==> src/rtl/dtmc_regs.vh <==
// Register indices, field positions, reset values and timing counts of the dual timer.
`ifndef DTMC_REGS_VH
`define DTMC_REGS_VH

// ********************
// Register indices (byte address is four times the index)
// ********************
`define DTMC_IDX_CTRL      8'h88
`define DTMC_IDX_MODE      8'h89
`define DTMC_IDX_T0_LOW    8'h8a
`define DTMC_IDX_T1_LOW    8'h8b
`define DTMC_IDX_T0_HIGH   8'h8c
`define DTMC_IDX_T1_HIGH   8'h8d
`define DTMC_IDX_CLKSEL    8'h8e

// ********************
// Field positions
// ********************
`define DTMC_MODE_TIMER_ONE_GATE_ENABLE    7
`define DTMC_MODE_CT1      6
`define DTMC_MODE_M1_HI    5
`define DTMC_MODE_M1_LO    4
`define DTMC_MODE_TIMER_ZERO_GATE_ENABLE    3
`define DTMC_MODE_CT0      2
`define DTMC_MODE_M0_HI    1
`define DTMC_MODE_M0_LO    0
`define DTMC_CTRL_TF1      7
`define DTMC_CTRL_TR1      6
`define DTMC_CTRL_TF0      5
`define DTMC_CTRL_TR0      4
`define DTMC_CKS_PRE_HI    1
`define DTMC_CKS_PRE_LO    0
`define DTMC_CKS_BYP0      2
`define DTMC_CKS_BYP1      3
`define DTMC_CKS_POL0      4
`define DTMC_CKS_POL1      5

// ********************
// Encodings, reset values and divider counts
// ********************
`define DTMC_M_13BIT       2'h0
`define DTMC_M_16BIT       2'h1
`define DTMC_M_RELOAD      2'h2
`define DTMC_M_SPLIT       2'h3
`define DTMC_PRE_DIV12     2'h0
`define DTMC_PRE_DIV4      2'h1
`define DTMC_PRE_DIV48     2'h2
`define DTMC_PRE_EXT8      2'h3
`define DTMC_RST_BYTE      8'h00
`define DTMC_DIV12_LAST    4'hb
`define DTMC_DIV4_LAST     2'h3
`define DTMC_EXT8_LAST     3'h7

`endif

==> src/rtl/dtmc_timer.v <==
// Two counter/timers with their shared mode register behind an Avalon-MM slave.
`timescale 1ns/1ps
`include "dtmc_regs.vh"

// What this block does
// - Split mode runs timer zero as two independent 8-bit counters.
// - Split low byte uses timer zero run, count select, gate and overflow flag.
// - Split low byte counts system or prescaled clock, or external pin by select.
// - Split high byte is timer only, never clocked by the external pin.
// - Split high byte counts only while timer one run bit is set.
// - Split high byte overflow sets timer one overflow flag.
// - During split, timer one ignores its pin and never sets its flag.
// - During split, timer one overflows still reach other peripherals as ticks.
// - During split, timer one runs in modes 0-2, stops in mode 3.
// - Timer one gate: with gate set, count needs run and active pin.
// - Timer one select: clock tick, or falling edges of its count pin.
// - Timer one mode: 13-bit, 16-bit, 8-bit reload, inactive.
// - Timer zero gate: with gate set, count needs run and active pin.
// - Prescale picks /12, /4, /48 or external/8; bypass bit uses system clock.
// - Timer zero select: clock tick, or falling edges of its count pin.
// - Timer zero mode: 13-bit, 16-bit, 8-bit reload, split.
module dtmc_timer
(
   input  wire        clock,
   input  wire        sys_rst,
   input  wire [9:0]  address,
   input  wire        read,
   input  wire        write,
   input  wire [31:0] writedata,
   input  wire [3:0]  byteenable,
   output reg  [31:0] readdata,
   output reg         waitrequest,
   input  wire        timer_zero_count_pin,
   input  wire        timer_one_count_pin,
   input  wire        ext_irq_zero_pin,
   input  wire        ext_irq_one_pin,
   input  wire        external_clock,
   output reg         timer_zero_overflow_flag,
   output reg         timer_one_overflow_flag,
   output reg         timer_one_overflow_tick
);

   // ********************
   // One counting step for a byte pair
   // ********************

   // Returns {overflow, high, low}. Mode split steps the low byte alone.
   function [16:0] dtmc_step;
      input [1:0] mode;
      input [7:0] lo;
      input [7:0] hi;
      input       inc;
      begin
         dtmc_step = {1'b0, hi, lo};
         if (inc)
         begin
            case (mode)
               `DTMC_M_13BIT:
               begin
                  if (lo[4:0] == 5'h1f)
                     dtmc_step = {(hi == 8'hff), hi + 8'h01, lo[7:5], 5'h00};
                  else
                     dtmc_step = {1'b0, hi, lo[7:5], lo[4:0] + 5'h01};
               end
               `DTMC_M_16BIT:
                  dtmc_step = {({hi, lo} == 16'hffff), {hi, lo} + 16'h0001};
               `DTMC_M_RELOAD:
               begin
                  if (lo == 8'hff)
                     dtmc_step = {1'b1, hi, hi};
                  else
                     dtmc_step = {1'b0, hi, lo + 8'h01};
               end
               default:
                  dtmc_step = {(lo == 8'hff), hi, lo + 8'h01};
            endcase
         end
      end
   endfunction

   // ********************
   // Registers and internal signals
   // ********************
   reg  [7:0]  mode_reg;
   reg  [7:0]  ctrl_reg;
   reg  [7:0]  clksel_reg;
   reg  [7:0]  t0_low_reg;
   reg  [7:0]  t0_high_reg;
   reg  [7:0]  t1_low_reg;
   reg  [7:0]  t1_high_reg;
   reg  [4:0]  sync1_reg;
   reg  [4:0]  sync2_reg;
   reg  [4:0]  sync3_reg;
   reg  [3:0]  div12_reg;
   reg  [1:0]  div48_reg;
   reg  [1:0]  div4_reg;
   reg  [2:0]  ext8_reg;
   reg  [31:0] rdata_next;
   wire [7:0]  idx;
   wire        hit;
   wire        wr_go;
   wire        tick12;
   wire        tick48;
   wire        tick4;
   wire        tick_ext8;
   reg         pre_tick;
   wire        split;
   wire        fall0;
   wire        fall1;
   wire        act0;
   wire        act1;
   wire        clk0;
   wire        clk1;
   wire        run0;
   wire        run1;
   wire        inc0;
   wire        inc0_high;
   wire        inc1;
   wire [16:0] step0;
   wire [16:0] step0_high;
   wire [16:0] step1;

   // Avalon word index; only aligned accesses with lane zero enabled write.
   assign idx   = address[9:2];
   assign hit   = (address[9:8] == 2'h2) && (address[1:0] == 2'h0);
   assign wr_go = write && !waitrequest && hit && byteenable[0];

   // ********************
   // Pin synchronisers
   // ********************

   // Bit order: 0 count0, 1 count1, 2 irq0, 3 irq1, 4 external clock.
   // The third stage only holds the previous synchronised value for edges.
   always @(posedge clock)
   begin
      if (sys_rst)
      begin
         sync1_reg <= 5'h1f;
         sync2_reg <= 5'h1f;
         sync3_reg <= 5'h1f;
      end
      else
      begin
         sync1_reg <= {external_clock, ext_irq_one_pin, ext_irq_zero_pin,
                       timer_one_count_pin, timer_zero_count_pin};
         sync2_reg <= sync1_reg;
         sync3_reg <= sync2_reg;
      end
   end

   assign fall0 = sync3_reg[0] && !sync2_reg[0];
   assign fall1 = sync3_reg[1] && !sync2_reg[1];

   // Interrupt pin is active when its level equals the polarity bit.
   assign act0 = (sync2_reg[2] == clksel_reg[`DTMC_CKS_POL0]);
   assign act1 = (sync2_reg[3] == clksel_reg[`DTMC_CKS_POL1]);

   // ********************
   // Prescaler
   // ********************

   // The divide-by-48 rides on the divide-by-12 so both share one counter.
   always @(posedge clock)
   begin
      if (sys_rst)
      begin
         div12_reg <= 4'h0;
         div48_reg <= 2'h0;
         div4_reg  <= 2'h0;
         ext8_reg  <= 3'h0;
      end
      else
      begin
         div4_reg  <= div4_reg + 2'h1;
         div12_reg <= tick12 ? 4'h0 : div12_reg + 4'h1;
         if (tick12)
            div48_reg <= div48_reg + 2'h1;
         if (sync2_reg[4] && !sync3_reg[4])
            ext8_reg <= ext8_reg + 3'h1;
      end
   end

   assign tick12    = (div12_reg == `DTMC_DIV12_LAST);
   assign tick48    = tick12 && (div48_reg == `DTMC_DIV4_LAST);
   assign tick4     = (div4_reg == `DTMC_DIV4_LAST);
   // External clock must run well below half the system clock to be seen.
   assign tick_ext8 = sync2_reg[4] && !sync3_reg[4] && (ext8_reg == `DTMC_EXT8_LAST);

   // Prescale select decode.
   always @*
   begin
      case (clksel_reg[`DTMC_CKS_PRE_HI:`DTMC_CKS_PRE_LO])
         `DTMC_PRE_DIV12: pre_tick = tick12;
         `DTMC_PRE_DIV4:  pre_tick = tick4;
         `DTMC_PRE_DIV48: pre_tick = tick48;
         default:         pre_tick = tick_ext8;
      endcase
   end

   // Bypass bit uses every system clock cycle.
   assign clk0 = clksel_reg[`DTMC_CKS_BYP0] | pre_tick;
   assign clk1 = clksel_reg[`DTMC_CKS_BYP1] | pre_tick;

   // ********************
   // Count enables
   // ********************
   assign split = (mode_reg[`DTMC_MODE_M0_HI:`DTMC_MODE_M0_LO] == `DTMC_M_SPLIT);

   assign run0 = ctrl_reg[`DTMC_CTRL_TR0] &&
                 (!mode_reg[`DTMC_MODE_TIMER_ZERO_GATE_ENABLE] || act0);
   assign inc0 = run0 && (mode_reg[`DTMC_MODE_CT0] ? fall0 : clk0);

   // High byte of a split timer zero: timer only, run by timer one run bit.
   assign inc0_high = split && ctrl_reg[`DTMC_CTRL_TR1] && clk0;

   // In split, timer one runs from its mode field alone, on its clock only.
   assign run1 = split ? 1'b1 :
                 (ctrl_reg[`DTMC_CTRL_TR1] &&
                  (!mode_reg[`DTMC_MODE_TIMER_ONE_GATE_ENABLE] || act1));
   assign inc1 = run1 &&
                 (mode_reg[`DTMC_MODE_M1_HI:`DTMC_MODE_M1_LO] != `DTMC_M_SPLIT) &&
                 ((mode_reg[`DTMC_MODE_CT1] && !split) ? fall1 : clk1);

   assign step0      = dtmc_step(mode_reg[`DTMC_MODE_M0_HI:`DTMC_MODE_M0_LO],
                                 t0_low_reg, t0_high_reg, inc0);
   assign step0_high = dtmc_step(`DTMC_M_SPLIT, t0_high_reg, 8'h00, inc0_high);
   assign step1      = dtmc_step(mode_reg[`DTMC_MODE_M1_HI:`DTMC_MODE_M1_LO],
                                 t1_low_reg, t1_high_reg, inc1);

   // ********************
   // Counters and flags
   // ********************

   // A bus write to a counter byte wins over counting in that cycle.
   // Flags: a hardware set wins over a software clear in the same cycle.
   always @(posedge clock)
   begin
      if (sys_rst)
      begin
         mode_reg                 <= `DTMC_RST_BYTE;
         ctrl_reg                 <= `DTMC_RST_BYTE;
         clksel_reg               <= `DTMC_RST_BYTE;
         t0_low_reg               <= `DTMC_RST_BYTE;
         t0_high_reg              <= `DTMC_RST_BYTE;
         t1_low_reg               <= `DTMC_RST_BYTE;
         t1_high_reg              <= `DTMC_RST_BYTE;
         timer_zero_overflow_flag <= 1'b0;
         timer_one_overflow_flag  <= 1'b0;
         timer_one_overflow_tick  <= 1'b0;
      end
      else
      begin
         t0_low_reg  <= step0[7:0];
         t0_high_reg <= split ? step0_high[7:0] : step0[15:8];
         t1_low_reg  <= step1[7:0];
         t1_high_reg <= step1[15:8];
         if (wr_go && idx == `DTMC_IDX_MODE)
            mode_reg <= writedata[7:0];
         else if (wr_go && idx == `DTMC_IDX_CTRL)
            ctrl_reg <= writedata[7:0];
         else if (wr_go && idx == `DTMC_IDX_CLKSEL)
            clksel_reg <= writedata[7:0];
         else if (wr_go && idx == `DTMC_IDX_T0_LOW)
            t0_low_reg <= writedata[7:0];
         else if (wr_go && idx == `DTMC_IDX_T0_HIGH)
            t0_high_reg <= writedata[7:0];
         else if (wr_go && idx == `DTMC_IDX_T1_LOW)
            t1_low_reg <= writedata[7:0];
         else if (wr_go && idx == `DTMC_IDX_T1_HIGH)
            t1_high_reg <= writedata[7:0];
         // Flag sets are applied after any control write so they win.
         if (step0[16])
            ctrl_reg[`DTMC_CTRL_TF0] <= 1'b1;
         if (split ? step0_high[16] : step1[16])
            ctrl_reg[`DTMC_CTRL_TF1] <= 1'b1;
         timer_zero_overflow_flag <= step0[16] ||
            ((wr_go && idx == `DTMC_IDX_CTRL) ? writedata[`DTMC_CTRL_TF0]
                                              : ctrl_reg[`DTMC_CTRL_TF0]);
         timer_one_overflow_flag  <= (split ? step0_high[16] : step1[16]) ||
            ((wr_go && idx == `DTMC_IDX_CTRL) ? writedata[`DTMC_CTRL_TF1]
                                              : ctrl_reg[`DTMC_CTRL_TF1]);
         // Baud tick for the serial port, present in timer one modes 0-2, also during split; none in mode 3.
         timer_one_overflow_tick  <= step1[16];
      end
   end

   // ********************
   // Avalon-MM slave
   // ********************

   // Read mux; unmapped words read as zero.
   always @*
   begin
      rdata_next = 32'h0000_0000;
      if (!hit)
         rdata_next = 32'h0000_0000;
      else if (idx == `DTMC_IDX_MODE)
         rdata_next[7:0] = mode_reg;
      else if (idx == `DTMC_IDX_CTRL)
         rdata_next[7:0] = ctrl_reg;
      else if (idx == `DTMC_IDX_CLKSEL)
         rdata_next[7:0] = {2'h0, clksel_reg[5:0]};
      else if (idx == `DTMC_IDX_T0_LOW)
         rdata_next[7:0] = t0_low_reg;
      else if (idx == `DTMC_IDX_T0_HIGH)
         rdata_next[7:0] = t0_high_reg;
      else if (idx == `DTMC_IDX_T1_LOW)
         rdata_next[7:0] = t1_low_reg;
      else if (idx == `DTMC_IDX_T1_HIGH)
         rdata_next[7:0] = t1_high_reg;
   end

   // Every access takes one wait cycle; read data is caught at the edge
   // that drops waitrequest, so it matches the state one cycle before.
   always @(posedge clock)
   begin
      if (sys_rst)
      begin
         waitrequest <= 1'b1;
         readdata    <= 32'h0000_0000;
      end
      else if (waitrequest && (read || write))
      begin
         waitrequest <= 1'b0;
         readdata    <= read ? rdata_next : 32'h0000_0000;
      end
      else
      begin
         waitrequest <= 1'b1;
      end
   end

endmodule // dtmc_timer

==> config.mk <==
export PLATFORM = sky130hd
export DESIGN_NAME = dtmc_timer
export DESIGN_NICKNAME = d
export VERILOG_FILES = /design/src/rtl/dtmc_timer.v
export VERILOG_INCLUDE_DIRS = /design/src /design/src/rtl
export SDC_FILE = /design/constraint.sdc
export NUM_CORES = 1
export LEC_CHECK = 0
export BUFFER_PORTS_ARGS = -buffer_cell sky130_fd_sc_hd__buf_4
export CORE_MARGIN = 3
export CORE_UTILIZATION = 55
export DETAILED_ROUTE_END_ITERATION = 10
export MAX_ROUTING_LAYER = met4
export PLACE_DENSITY = 0.81
export SLEW_MARGIN = 30
export SYNTH_ARGS = -nofsm -noshare
export SYNTH_HDL_FRONTEND = slang
export SYNTH_SLANG_ARGS = --single-unit
==> constraint.sdc <==
create_clock -name clock -period 2.7 [get_ports clock]
set_input_delay 0.27 -clock clock [delete_from_list [all_inputs] [get_ports clock]]
set_output_delay 0.27 -clock clock [all_outputs]
set_load 0.05 [all_outputs]
==> flow_summary.json <==
{
  "overflow": 0,
  "grt_pass1_wl_mm": 30.3,
  "sequentialPowerShare_pct": 52.8,
  "dp_slack_ns": 0.267,
  "hold_path.class": "input pin to flip-flop",
  "numPortBuffers": 39,
  "maxCapViolCount": 0,
  "synth_ff_type": "dfxtp_1",
  "grt_pass1_vias": 5664,
  "r2r-start": "t0_low_reg[1]$_SDFF_PP0_",
  "p_leak_nw": 2.35,
  "viasPerCell": 6.63,
  "hold_slack_ns": 0.0625,
  "drt_wl_total_mm": 19.0,
  "grt_max_degree": 93,
  "yosysSeqAreaShare_pct": 29.4,
  "worstPathRequired_ns": 2.94,
  "cts.htree.levels": 3,
  "fin_util_pct": 62.4,
  "netSwitchingFraction_pct": 28.3,
  "antenna_cells": 0,
  "antenna_found_initial": 0,
  "ctsHoldBuffers": 0,
  "synth_edf_count": 0,
  "area_growth_pct": 7.94,
  "outcome": "finished clean",
  "hp-start": "timer_one_count_pin",
  "crit_path_start": "t0_low_reg[1]$_SDFF_PP0_",
  "yosys_warnings": 0,
  "fin_tns_setup_ns": 0,
  "initial_utilization_pct": 57.8,
  "slew_violations": 0,
  "coreArea_sq_um": 10600,
  "vdd_drop_max_uv": 383,
  "synth.most_common_cell": "dfxtp_1",
  "rsz0062_at_grt": "false",
  "numCtsBuffers": 9,
  "worst_slew_pin_slew_ns": 0.956,
  "worstPathArrival_ns": 2.63,
  "crit_path_end_kind": "flip-flop",
  "netlist_area_sq_um": 6130,
  "synth.distinct_cells": 76,
  "grt_usage_pct": 31.0,
  "finalClockSkew_ns": 0.0145,
  "power.internal_w": 0.00184,
  "hold_violations": 0,
  "layout_min_cycle_time_ns": 2.39,
  "worstSkewPairLatency_ns": 0.39,
  "synthTopCellsByArea": "dfxtp_1 (29%), mux2i_1 (5.2%), nor2_1 (5.0%)",
  "syn_inst": 787,
  "cts-root-buf": "clkbuf_8",
  "yosys.area.top_type_share_pct": 29.4,
  "dieArea_sq_um": 12500,
  "ctsLongestPathBuffers": 2,
  "crit_path_max_fanout": 10,
  "p_clk_share_pct": 37.9,
  "critPathKind": "flip-flop to flip-flop",
  "drive_above_1_share_pct": 15.5,
  "drc": 0,
  "cts_tree": "yes",
  "power.total_w": 0.00257,
  "p_sw_w": 0.000728,
  "power_frac_comb_pct": 9.3,
  "fmax_mhz": 419,
  "die-width_microns": 112,
  "finalWorstSetupSlack_ns": 0.314,
  "synth_common_cells": "dfxtp_1 (90), nor2_1 (81), nand2_1 (69)",
  "io_pins": 91,
  "setup_viol": 0,
  "rows": 37,
  "avgSynthCellArea_sq_um": 7.79,
  "worstSetupStartpointType": "flip-flop",
  "nets": 867,
  "cts.sinks": 90,
  "routedWlPerCell_microns": 20.2,
  "dpl.hpwl_mm": 13.3,
  "powerDensity_nw_per_um2": 389,
  "synth_top_area_cell": "dfxtp_1",
  "async_reset_ff_share_pct": 0,
  "clkTransAtPathRegs_ns": 0.10,
  "period_share_pct": 88.4,
  "gp_congestion": 1.01,
  "first_pass_iters": 5,
  "ys_seq_elements": 90,
  "drtAntennaViolNets": 0,
  "via_count": 6239,
  "max_slew_margin_pct": 36.3,
  "drt_iter0_drc": 744,
  "die_y_microns": 112
}
final cells by class:
type	count	area, sq um
repair buffers	68	523
well taps	136	170
clock buffers	9	124
inverters	14	52.6
fillers	941	3980
multi-input cells	618	3870
clock inverters	6	75.1
flip-flops and latches	90	1800
logic make-up (layout without fill, tap and decap cells):
logic type,after synthesis,after routing,synth area share (%)
buf+inv,102,97,9.00
mux,34,34,5.59
flops,90,90,29.4
simple gates,321,321,28.0
xor+xnor,14,14,2.00
compound gates,214,214,23.7
other cells,1,24,0.0612
fa+ha+maj,11,11,2.24
final timing paths:
check | slack, ns | cells past startpoint | endpoint
max | 0.31 | 9 | t0_high_reg[3]$_SDFF_PP0_
max reg2reg | 0.31 | 9 | t0_high_reg[3]$_SDFF_PP0_
min reg2reg | 0.42 | 1 | sync2_reg[1]$_SDFF_PP1_
min | 0.06 | 2 | sync1_reg[1]$_SDFF_PP1_
what timing repair did:
action / CTS / global route
resized for setup: 0 / 1
endpoints found under the setup margin: 0 / 1
setup buffers: 0 / 0
stage by stage:
stage | instance area (sq um) | instances
final | 6620 | 941
after global placement | 6420 | 926
after floorplan | 6220 | 810
after detailed placement | 6420 | 926
after global routing | 6620 | 941
after CTS | 6620 | 941
routing by layer:
metal / routed length (microns) / GRT usage (%) / vias to the layer above / share of wire (%)
li1: - / - / 2870 / -
met1: 8030 / 42.3 / 2921 / 42
met2: 8310 / 44.9 / 378 / 44
met3: 1960 / 6.25 / 70 / 10
met4: 723 / 12.5 / 0 / 3.8
met5: 0 / - / - / 0
worst max-delay path: stages, from the launching register on:
cell and delay [ns]:
dfxtp_1 0.41, ha_1 0.31, and3_1 0.19, ha_1 0.28, nor3b_1 0.22, buf_4 0.22, o211ai_1 0.11, o21ai_0 0.20
mux2i_1 0.22, nor3_1 0.07
cell usage in the layout (no fill, tap or decap), drive strengths merged, types with 17 or more instances in the layout:
cell type and instances:
dfxtp 90, nor2 82, nand2 69, buf 68, o21ai 46, a21oi 44
mux2i 32, nand3 27, conb 24, nor3 21, o211ai 19, or2 17
power groups by stage:
stage,Sequential [W],Clock (W),Combinational (W)
after floorplan,0.00139,0,0.000188
after global placement,0.00139,0,0.000232
after detailed placement,0.00139,0,0.000235
after CTS,0.00136,0.000982,0.000235
after global routing,0.00136,0.00105,0.000253
final,0.00136,0.000974,0.000240
(Power assumes the default switching activity.)
